[config.mk]
export PLATFORM = sky130hd
export DESIGN_NAME = cvc_core_voltage_code
export DESIGN_NICKNAME = d
export VERILOG_FILES = /design/src/inc/cvc_pkg.sv /design/src/design/cvc_core_voltage_code.sv
export SDC_FILE = /design/constraint.sdc
export NUM_CORES = 1
export LEC_CHECK = 0
export ABC_AREA = 1
export BUFFER_PORTS_ARGS = -buffer_cell sky130_fd_sc_hd__buf_2
export CORE_UTILIZATION = 30
export CTS_CLUSTER_DIAMETER = 30
export DETAILED_ROUTE_END_ITERATION = 7
export PLACE_DENSITY_LB_ADDON = 0.15
export SYNTH_ARGS = -nofsm -noshare
export SYNTH_HDL_FRONTEND = slang
export SYNTH_SLANG_ARGS = --single-unit
[constraint.sdc]
create_clock -name clk_i -period 3.16 [get_ports clk_i]
set_clock_uncertainty 0.05 [all_clocks]
set_input_delay 0.316 -clock clk_i [delete_from_list [all_inputs] [get_ports clk_i]]
set_output_delay 0.316 -clock clk_i [all_outputs]
set_load 0.01 [all_outputs]
[src/inc/cvc_pkg.sv]
// Constants and types shared by the core voltage code output block
package cvc_pkg;

  // ****************************************
  // Code widths and fixed strap values
  // ****************************************
  localparam int unsigned CODE_W = 6;
  localparam int unsigned STRAP_W = 2;

  // Highest-voltage working code, 1.6000 V
  localparam logic [CODE_W-1:0] CODE_MAX_VOLT = 6'h01;
  // Lowest-voltage working code, 0.8500 V
  localparam logic [CODE_W-1:0] CODE_MIN_VOLT = 6'h3d;
  // Both ends of the code space switch the regulator off
  localparam logic [CODE_W-1:0] CODE_OFF_ZERO = 6'h00;
  localparam logic [CODE_W-1:0] CODE_OFF_ONES = 6'h3f;
  // Code held while in reset; a working code, never an off code
  localparam logic [CODE_W-1:0] CODE_RESET = 6'h3d;

  // Step of the voltage ladder, in microvolts per code
  localparam int unsigned STEP_UV = 12500;

  // Loadline slope code for this part
  localparam logic [STRAP_W-1:0] LOADLINE_CODE = 2'h1;
  // Segment key; value is arbitrary
  localparam logic [STRAP_W-1:0] SEGMENT_KEY = 2'h2;

  // ****************************************
  // Timing
  // ****************************************
  localparam int unsigned CLK_PERIOD_PS = 4000;
  // Least dwell on each code before the next single step
  localparam int unsigned STEP_DWELL_NS = 5000;
  localparam int unsigned STEP_DWELL_CYC =
    (STEP_DWELL_NS * 1000 + CLK_PERIOD_PS - 1) / CLK_PERIOD_PS;
  localparam int unsigned DWELL_W = $clog2(STEP_DWELL_CYC + 1);

  // ****************************************
  // Types
  // ****************************************
  typedef enum logic {
    CVC_ST_LOAD,
    CVC_ST_RUN
  } cvc_state_type;

  // Power management requests that may start code transitions
  typedef struct packed {
    logic              thermal_event;
    logic              forced_power_reduction_in;
    logic              ext_halt;
    logic [CODE_W-1:0] perf_code;
    logic [CODE_W-1:0] low_power_code;
  } cvc_pm_req_type;

  // Fixed straps driven toward the regulator
  typedef struct packed {
    logic [STRAP_W-1:0] loadline_select_code;
    logic [STRAP_W-1:0] segment_key_code;
  } cvc_strap_type;

endpackage

[src/design/cvc_core_voltage_code.sv]
// Voltage request code generator with single-step transitions and fixed straps

// How it works
// - Drive six-bit code, high means one
// - Higher code means lower voltage, zero off
// - Reach distant targets by single code steps
// - Never step above default voltage
// - Default code comes from per-part fuses
// - Thermal, forced, halt, performance start transitions
// - Drive fixed loadline code 01
// - Drive fixed segment key code
module cvc_core_voltage_code (
  // Clock and reset
  input  wire logic                          clk_i,
  input  wire logic                          reset_n_i,
  // Per-part default code from fuses
  input  wire logic [cvc_pkg::CODE_W-1:0]    default_code_i,
  // Power management requests
  input  wire cvc_pkg::cvc_pm_req_type       pm_req_i,
  // Toward the regulator
  output logic      [cvc_pkg::CODE_W-1:0]    voltage_request_code_o,
  output cvc_pkg::cvc_strap_type             strap_o,
  // Status
  output logic                               at_target_o,
  output logic      [cvc_pkg::CODE_W-1:0]    target_code_o
);

  // ****************************************
  // Functions
  // ****************************************

  // Keep a code inside [ceiling, lowest working code]
  function automatic logic [cvc_pkg::CODE_W-1:0] clamp_code(
    input logic [cvc_pkg::CODE_W-1:0] code,
    input logic [cvc_pkg::CODE_W-1:0] ceiling
  );
    logic [cvc_pkg::CODE_W-1:0] res;
    res = code;
    if (res < ceiling) begin
      res = ceiling;
    end
    if (res > cvc_pkg::CODE_MIN_VOLT) begin
      res = cvc_pkg::CODE_MIN_VOLT;
    end
    return res;
  endfunction

  // One code toward the target, never more
  function automatic logic [cvc_pkg::CODE_W-1:0] step_toward(
    input logic [cvc_pkg::CODE_W-1:0] cur,
    input logic [cvc_pkg::CODE_W-1:0] tgt
  );
    logic [cvc_pkg::CODE_W-1:0] res;
    res = cur;
    if (tgt > cur) begin
      res = cur + 6'h01;
    end else if (tgt < cur) begin
      res = cur - 6'h01;
    end
    return res;
  endfunction

  // ****************************************
  // State
  // ****************************************
  cvc_pkg::cvc_state_type            state_r;
  cvc_pkg::cvc_state_type            state_nxt;
  logic [cvc_pkg::CODE_W-1:0]        default_r;
  logic [cvc_pkg::CODE_W-1:0]        default_nxt;
  logic [cvc_pkg::CODE_W-1:0]        code_r;
  logic [cvc_pkg::CODE_W-1:0]        code_nxt;
  logic [cvc_pkg::CODE_W-1:0]        target_r;
  logic [cvc_pkg::CODE_W-1:0]        target_nxt;
  logic [cvc_pkg::DWELL_W-1:0]       dwell_r;
  logic [cvc_pkg::DWELL_W-1:0]       dwell_nxt;

  // ****************************************
  // Decode
  // ****************************************
  wire logic                         low_power_req;
  wire logic [cvc_pkg::CODE_W-1:0]   raw_target;
  wire logic [cvc_pkg::CODE_W-1:0]   fuse_code;
  wire logic [cvc_pkg::CODE_W-1:0]   safe_target;
  wire logic                         dwell_done;
  wire logic                         step_en;
  wire logic                         in_run;
  wire logic [cvc_pkg::CODE_W-1:0]   step_code;
  wire logic [cvc_pkg::DWELL_W-1:0]  dwell_dec;
  wire logic [cvc_pkg::DWELL_W-1:0]  dwell_load;

  assign low_power_req = pm_req_i.thermal_event | pm_req_i.forced_power_reduction_in
                       | pm_req_i.ext_halt;
  assign raw_target    = low_power_req ? pm_req_i.low_power_code : pm_req_i.perf_code;

  // Fuse default kept in range
  // A blank fuse word (all zeros) would ask for off; the top working code is used instead.
  assign fuse_code     = clamp_code(default_code_i, cvc_pkg::CODE_MAX_VOLT);

  // Ceiling is the default code
  // Off codes never reach the pins from here: clamping maps 00 up and 3e/3f down.
  assign safe_target   = clamp_code(raw_target, default_r);

  // Single-step spacing divider
  assign in_run        = (state_r == cvc_pkg::CVC_ST_RUN);
  assign dwell_done    = (dwell_r == '0);
  assign step_en       = in_run && dwell_done && (code_r != target_r);
  // Count fits DWELL_W by construction, so the cut drops only zeros
  assign dwell_load    = cvc_pkg::DWELL_W'(cvc_pkg::STEP_DWELL_CYC);
  // Parks at zero so a late target change steps at once
  assign dwell_dec     = dwell_done ? dwell_r : dwell_r - 1'b1;

  // Higher code asks for less voltage
  // Next adjacent code toward the target
  assign step_code     = step_toward(code_r, target_r);

  // ****************************************
  // Next state
  // ****************************************
  always_comb begin
    state_nxt   = state_r;
    default_nxt = default_r;
    code_nxt    = code_r;
    target_nxt  = target_r;
    dwell_nxt   = dwell_r;
    case (state_r)
      cvc_pkg::CVC_ST_LOAD: begin
        // Capture fuse default
        // Boot load happens before the core runs, so a direct jump is allowed here.
        default_nxt = fuse_code;
        code_nxt    = fuse_code;
        target_nxt  = fuse_code;
        dwell_nxt   = dwell_load;
        state_nxt   = cvc_pkg::CVC_ST_RUN;
      end
      cvc_pkg::CVC_ST_RUN: begin
        target_nxt = safe_target;
        dwell_nxt  = dwell_dec;
        if (step_en) begin
          code_nxt  = step_code;
          dwell_nxt = dwell_load;
        end
      end
      default: begin
        state_nxt = cvc_pkg::CVC_ST_LOAD;
      end
    endcase
  end

  // ****************************************
  // Registers
  // ****************************************
  // Every reset lands in the boot load state
  always_ff @(posedge clk_i) begin
    if (!reset_n_i) begin
      state_r <= cvc_pkg::CVC_ST_LOAD;
    end else begin
      state_r <= state_nxt;
    end
  end

  // Latched once, so later fuse noise cannot raise the ceiling
  always_ff @(posedge clk_i) begin
    if (!reset_n_i) begin
      default_r <= cvc_pkg::CODE_RESET;
    end else begin
      default_r <= default_nxt;
    end
  end

  // Request code changes only here
  // Reset parks on a working code so the regulator never sees off
  always_ff @(posedge clk_i) begin
    if (!reset_n_i) begin
      code_r <= cvc_pkg::CODE_RESET;
    end else begin
      code_r <= code_nxt;
    end
  end

  // Follows the clamped request every cycle in run
  always_ff @(posedge clk_i) begin
    if (!reset_n_i) begin
      target_r <= cvc_pkg::CODE_RESET;
    end else begin
      target_r <= target_nxt;
    end
  end

  // Zero in reset; boot load reloads a full dwell
  always_ff @(posedge clk_i) begin
    if (!reset_n_i) begin
      dwell_r <= '0;
    end else begin
      dwell_r <= dwell_nxt;
    end
  end

  // ****************************************
  // Outputs
  // ****************************************

  // Six request lines, high is one
  assign voltage_request_code_o = code_r;

  assign strap_o.loadline_select_code = cvc_pkg::LOADLINE_CODE;
  assign strap_o.segment_key_code     = cvc_pkg::SEGMENT_KEY;

  // ****************************************
  // Status
  // ****************************************
  // Low through boot load, so a fresh reset never reads as settled
  assign at_target_o   = in_run && (code_r == target_r);
  assign target_code_o = target_r;

endmodule

**Word level (Yosys, flattened, before mapping)**

Cells that the tools add are included.

- Register bits: 30
- Bits of input ports: 23
- Output and inout port bits: 17
- Word-level logic and storage cells: 41

- Add/sub/neg operators: 3
- Order comparisons: 6
- Eq/ne operators: 5
- Mux-type cells: 14
- Bitwise gates (word level): 3
- Reduce and logical (&&, ||, !) cells: 5

Operators with widths:

| kind | number |
|---|---|
| $mux 6 | 8 |
| $pmux 6 s2 | 2 |
| $mux 11 | 2 |
| $pmux 11 s2 | 1 |
| $gt 6x6->1 const B | 2 |
| $lt 6x6->1 | 2 |
| $logic_not 11->1 | 1 |
| $sub 11x1->11 const B | 1 |
| $add 6x1->6 const B | 1 |
| $eq 6x6->1 | 1 |
| $gt 6x6->1 | 1 |
| $lt 6x1->1 const B | 1 |
| $ne 6x6->1 | 1 |
| $sub 6x1->6 const B | 1 |
| $logic_and 1x1->1 | 3 |
| $ne 3x1->1 const B | 1 |
| $ne 3x2->1 const B | 1 |
| $ne 2x1->1 const B | 1 |
| $or 1x1->1 | 2 |
| $reduce_and 2->1 | 1 |
| $mux 1 | 1 |
| $not 1->1 | 1 |

**Depth between registers and ports, before layout**

- Depth in word-level cells: 8
- Depth in mapped cells: 16
- Depth with buffers taken out: 16

**Worst setup path before layout**

OpenSTA, ideal clock, no wires.

- Path type: register to register
- Start point: register code_r (netlist bit voltage_request_code_o[1])
- End point: register code_r (netlist bit voltage_request_code_o[5])
- Library setup time: 0.075 ns
- Arrival: 2.518 ns
- Required time: 3.035 ns
- Path slack: 0.517 ns
- Cell stages (with the launch flop): 17
- Path buffers: 0
- Period minus slack after synthesis: 2.643 ns
- Path through: dfxtp_1 -> inv_1 -> ha_1 -> inv_1 -> nor2_1 -> o21ai_0 -> inv_1 -> o21ai_1 -> ha_1 -> a21oi_1 -> nand2_1 -> nand2_1 -> nand2_1 -> a21oi_1 -> xor2_1 -> nand2_1 -> a22oi_2

- Word-level cells in the longest chain between the ends: 5
- Elaborated cells between the ends (all ways): 13
- Classes of those cells: add/sub (2); order compare (2); eq/ne (3); mux (4); reduce/logical (2)

RTL lines:

| element | RTL line | RTL |
|---|---|---|
| start, declared | cvc_core_voltage_code.sv:70 | `logic [cvc_pkg::CODE_W-1:0] code_r;` |
| start signal, assigned | cvc_core_voltage_code.sv:174 | `code_r <= cvc_pkg::CODE_RESET;` |
| start signal, assigned | cvc_core_voltage_code.sv:176 | `code_r <= code_nxt;` |
| $sub 6x1->6 | cvc_core_voltage_code.sv:58 | `res = cur - 6'h01;` |
| $mux 6 | cvc_core_voltage_code.sv:57 | `end else if (tgt < cur) begin` |
| $mux 6 | cvc_core_voltage_code.sv:55 | `if (tgt > cur) begin` |
| $mux 6 | cvc_core_voltage_code.sv:138 | `if (step_en) begin` |
| $pmux 6 s2 | cvc_core_voltage_code.sv:125 | `case (state_r)` |

Parallel ways exist; a longest one is shown, timed or not. The select of a mux whose other input is x is not followed.
A chain may end at the register's enable or synchronous reset.

**Final worst setup path**

Same ends and word-level chain as after synthesis.

==> summary.md <==
| Metric | Value |
|---|---|
| Util after Layout | 0.373 |
| NumNets Final | 330 |
| Crit-path slowest cell | dfxtp_1 |
| Final global-route overflow total | 0 |
| Die height | 82.5 um |
| Die W | 82.5 um |
| Hold-critical path depth | 1 |
| Worst hold start | reset_n_i |
| Sort of element at the end of the critical path | flop |
| Count of unique library cells instantiated by Yosys | 44 |
| Total power divided by cell area | 706 nW/um^2 |
| Endpoint with the worst hold slack | in_run |
| Largest fanout on the critical path | 6 |
| Number of cells in the design after placement | 358 |
| Overall power consumption | 1.61 mW |
| Worst Reg2Reg Path Length in Cells | 16 |
| Cell Area, Placed | 2180 um^2 |
| Starting DRT DRC Count | 53 |
| End of the worst register-to-register path | voltage_request_code_o[5] |
| Setup repair after global routing missed its margin | no |
| Top-level port count | 40 |
| Main synth FF type | dfxtp_1 |
| Antenna Nets Post-Route | 0 |
| Clock Latency Late Sink | about 0.29 ns |
| Setup slack of the most critical reg-to-reg path | ~0.39 ns |
| Clock H-tree levels | 2 |
| Asr flop ratio synth | 0 |
| Worst reg2reg startpoint | voltage_request_code_o[1] |
| Logic pwr share | 0.497 |
| Summed negative setup slack over all endpoints | 0 ns |
| Status | completed |
| Global-route wire length before repair | 7.56 mm |
| Post-synthesis to final-layout area growth | 17.1% |
| Gp weighted congestion | 0.758 |
| Fin cells | 366 |
| Tightest hold margin | between 0.2 and 0.25 ns |
| Synth Register Bits | 30 |
| Via count of the first global-routing pass | between 1500 and 2000 |
| Worst-case setup margin in the final layout | roughly 0.39 ns |
| Number of maximum-capacitance constraint violations | 0 |
| Largest net degree at the start of global routing | 17 |
| Overall routed net length | 4.47 mm |
| I/O Buffers | 35 |
| Share of synthesized area occupied by flip-flops and latches | 0.309 |
| Initial standard-cell utilization of the core | 0.319 |
| Startpoint kind of the worst setup timing path | flop |
| Number of post-CTS setup repair buffers | 0 |
| DRC Markers | 0 |
| Total setup violations reported at the end of the flow | 0 |
| Count of flip-flops with a built-in enable after synthesis | 0 |
| Ratio of final minimum period to clock period | 0.875 |
| Antenna cell count | 0 |
| Warnings, synthesis | 0 |
| Internal power contribution | about 940 uW |
| Max Clk Rate | 0.362 GHz |
| Sequential fraction of design power | 0.300 |
| Final std cell area, no fill | 2270 um^2 |
| Antenna violations before repair | 0 |
| TritonCTS buffer count | 5 |
| Cell area after synthesis | 1940 um^2 |
| Critical path's most frequent cell | nand2_1 |
| DP Wirelength | 3.56 mm |
| Switching portion of total power | 0.413 |
| Drt via density | 4.68 |
| Worst Path Required | 3.32 ns |
| Filler cells | 684 |
| Die area | roughly 7000 um^2 |
| Clock tree from TritonCTS | yes |
| Clk sinks | 30 |
| Setup Crit Path Kind | flop to flop |
| Vias | 1712 |
| Share of post-route cells with drive strength above 1 | 0.268 |
| Crit path DAT | 2.93 ns |
| Clock slew seen by the registers of the worst setup and hold paths | about 0.07 ns |
| Total iterations of the first detailed-routing run | 4 |
| Per-instance average area after synthesis | 7.68 um^2 |
| Clk buf depth | 2 |
| Sw Pwr | 664 uW |
| Max-slew violation count | 0 |
| Critical path cell sequence | inv_1, ha_1, inv_1, nor2_1, o21ai_0, inv_1, o21ai_2, ha_1, a21oi_1, nand2_1, nand2_1, nand2_1, a21oi_1, xor2_1, nand2_1, a22oi_2 |
| Slowest cell delay on critical path | 0.41 ns |
| Largest voltage drop on the vdd net | ~0.45 mV |
| Clock network fraction of total power | 0.203 |
| Period minus WS final | about 2.8 ns |
| Core area | 6100 um^2 |
| Static Leak | roughly 1.1 nW |
| Total count of hold-check failures in the final report | 0 |
| Overall global routing resource usage | 0.152 |
| Mean routed wirelength per cell | 12.2 um |
| Type of the worst min-delay path | input port to flop |
| # rows | 28 |
| Setup slack after placement | 0.238 ns |
| Root Buffer Master | clkbuf_8 |
| Post-synthesis cell count | about 250 |
-- worst max-delay path: cells and delay by family, from the launching register on --
family | cells | cell delay, ns
flops | 1 | 0.41
simple gates | 5 | 0.30
xor+xnor | 1 | 0.18
buf+inv | 3 | 0.21
compound gates | 5 | 0.87
fa+ha+maj | 2 | 0.66
-- state kept, by name (all words and copies together), names as in the netlist --
register / flops
target_code_o: 6
dwell_r: 11
voltage_request_code_o: 6
in_run: 1
default_r: 6
-- Yosys cell counts (4+ instances only) --
cell type	number	share of area
dfxtp_1	30	0.31
a21oi_1	18	0.046
nor2_1	14	0.027
o21ai_0	10	0.026
nand2_1	51	0.099
nand2_2	6	0.019
mux2_2	5	0.029
nand3_1	15	0.039
inv_1	28	0.054
ha_1	16	0.10
nor3_1	7	0.018
buf_4	4	0.015
-- kinds of logic after synthesis --
logic type,synth area share
compound gates,0.160
xor+xnor,0.0180
fa+ha+maj,0.113
buf+inv,0.0896
flops,0.309
mux,0.0290
other cells,0.00387
simple gates,0.276
-- power by group through the flow --
stage | registers, mW | logic, mW | clock network, mW
finish | 0.482 | 0.798 | 0.327
global route | 0.491 | 0.929 | 0.355
CTS | 0.483 | 0.799 | 0.338
detailed placement | 0.492 | 0.789 | 0
global placement | 0.489 | 0.797 | 0
floorplan | 0.497 | 0.607 | 0
-- routing by layer --
layer	routed length, um	GRT usage	vias to the layer above
li1	-	-	912
met1	2240	0.198	751
met2	2000	0.241	42
met3	165	0.0352	7
met4	72	0.0632	0
met5	0	0	-
-- area by class of cell --
cell class | count | area, um^2 | area share
Multi-Input combinational cell | 185 | 1180 | 0.518
Clock buffer | 7 | 86.3 | 0.0380
Tap cell | 75 | 93.8 | 0.0413
Timing Repair Buffer | 36 | 183 | 0.0803
Clock inverter | 1 | 5.00 | 0.00220
Sequential cell | 30 | 601 | 0.264
Inverter | 32 | 128 | 0.0561
-- repair_timing --
| action | in CTS | in global routing |
|---|---|---|
| hold buffers | 0 | 0 |
| gates resized for setup | 0 | 1 |
| endpoints found under the hold margin | 0 | 0 |
| setup endpoints to repair | 0 | 1 |
-- cells in the final DEF (no fill, tap or decap), types with 3 or more instances in the layout --
cell / count
nor2_1: 14
conb_1: 4
ha_1: 16
inv_1: 28
a32oi_1: 3
buf_2: 35
a21oi_1: 18
nor3_1: 7
a211oi_2: 3
clkbuf_8: 6
o21ai_0: 10
dfxtp_1: 30
nor2_2: 3
nand2_1: 51
nand3_1: 15
mux2_2: 5
xor2_1: 3
or2_2: 3
nand2_2: 6
-- how the worst max path moves through the flow --
stage                                          from                        end  slack, ns  cells after the start
after floorplan           voltage_request_code_o[1]  voltage_request_code_o[5]       0.52                     16
after global placement    voltage_request_code_o[1]  voltage_request_code_o[5]       0.31                     16
after detailed placement  voltage_request_code_o[1]  voltage_request_code_o[5]       0.24                     16
after CTS                 voltage_request_code_o[1]  voltage_request_code_o[5]       0.21                     16
after global routing      voltage_request_code_o[1]  voltage_request_code_o[5]       0.03                     16
final                     voltage_request_code_o[1]  voltage_request_code_o[5]       0.39                     16
(Power assumes the default switching activity.)
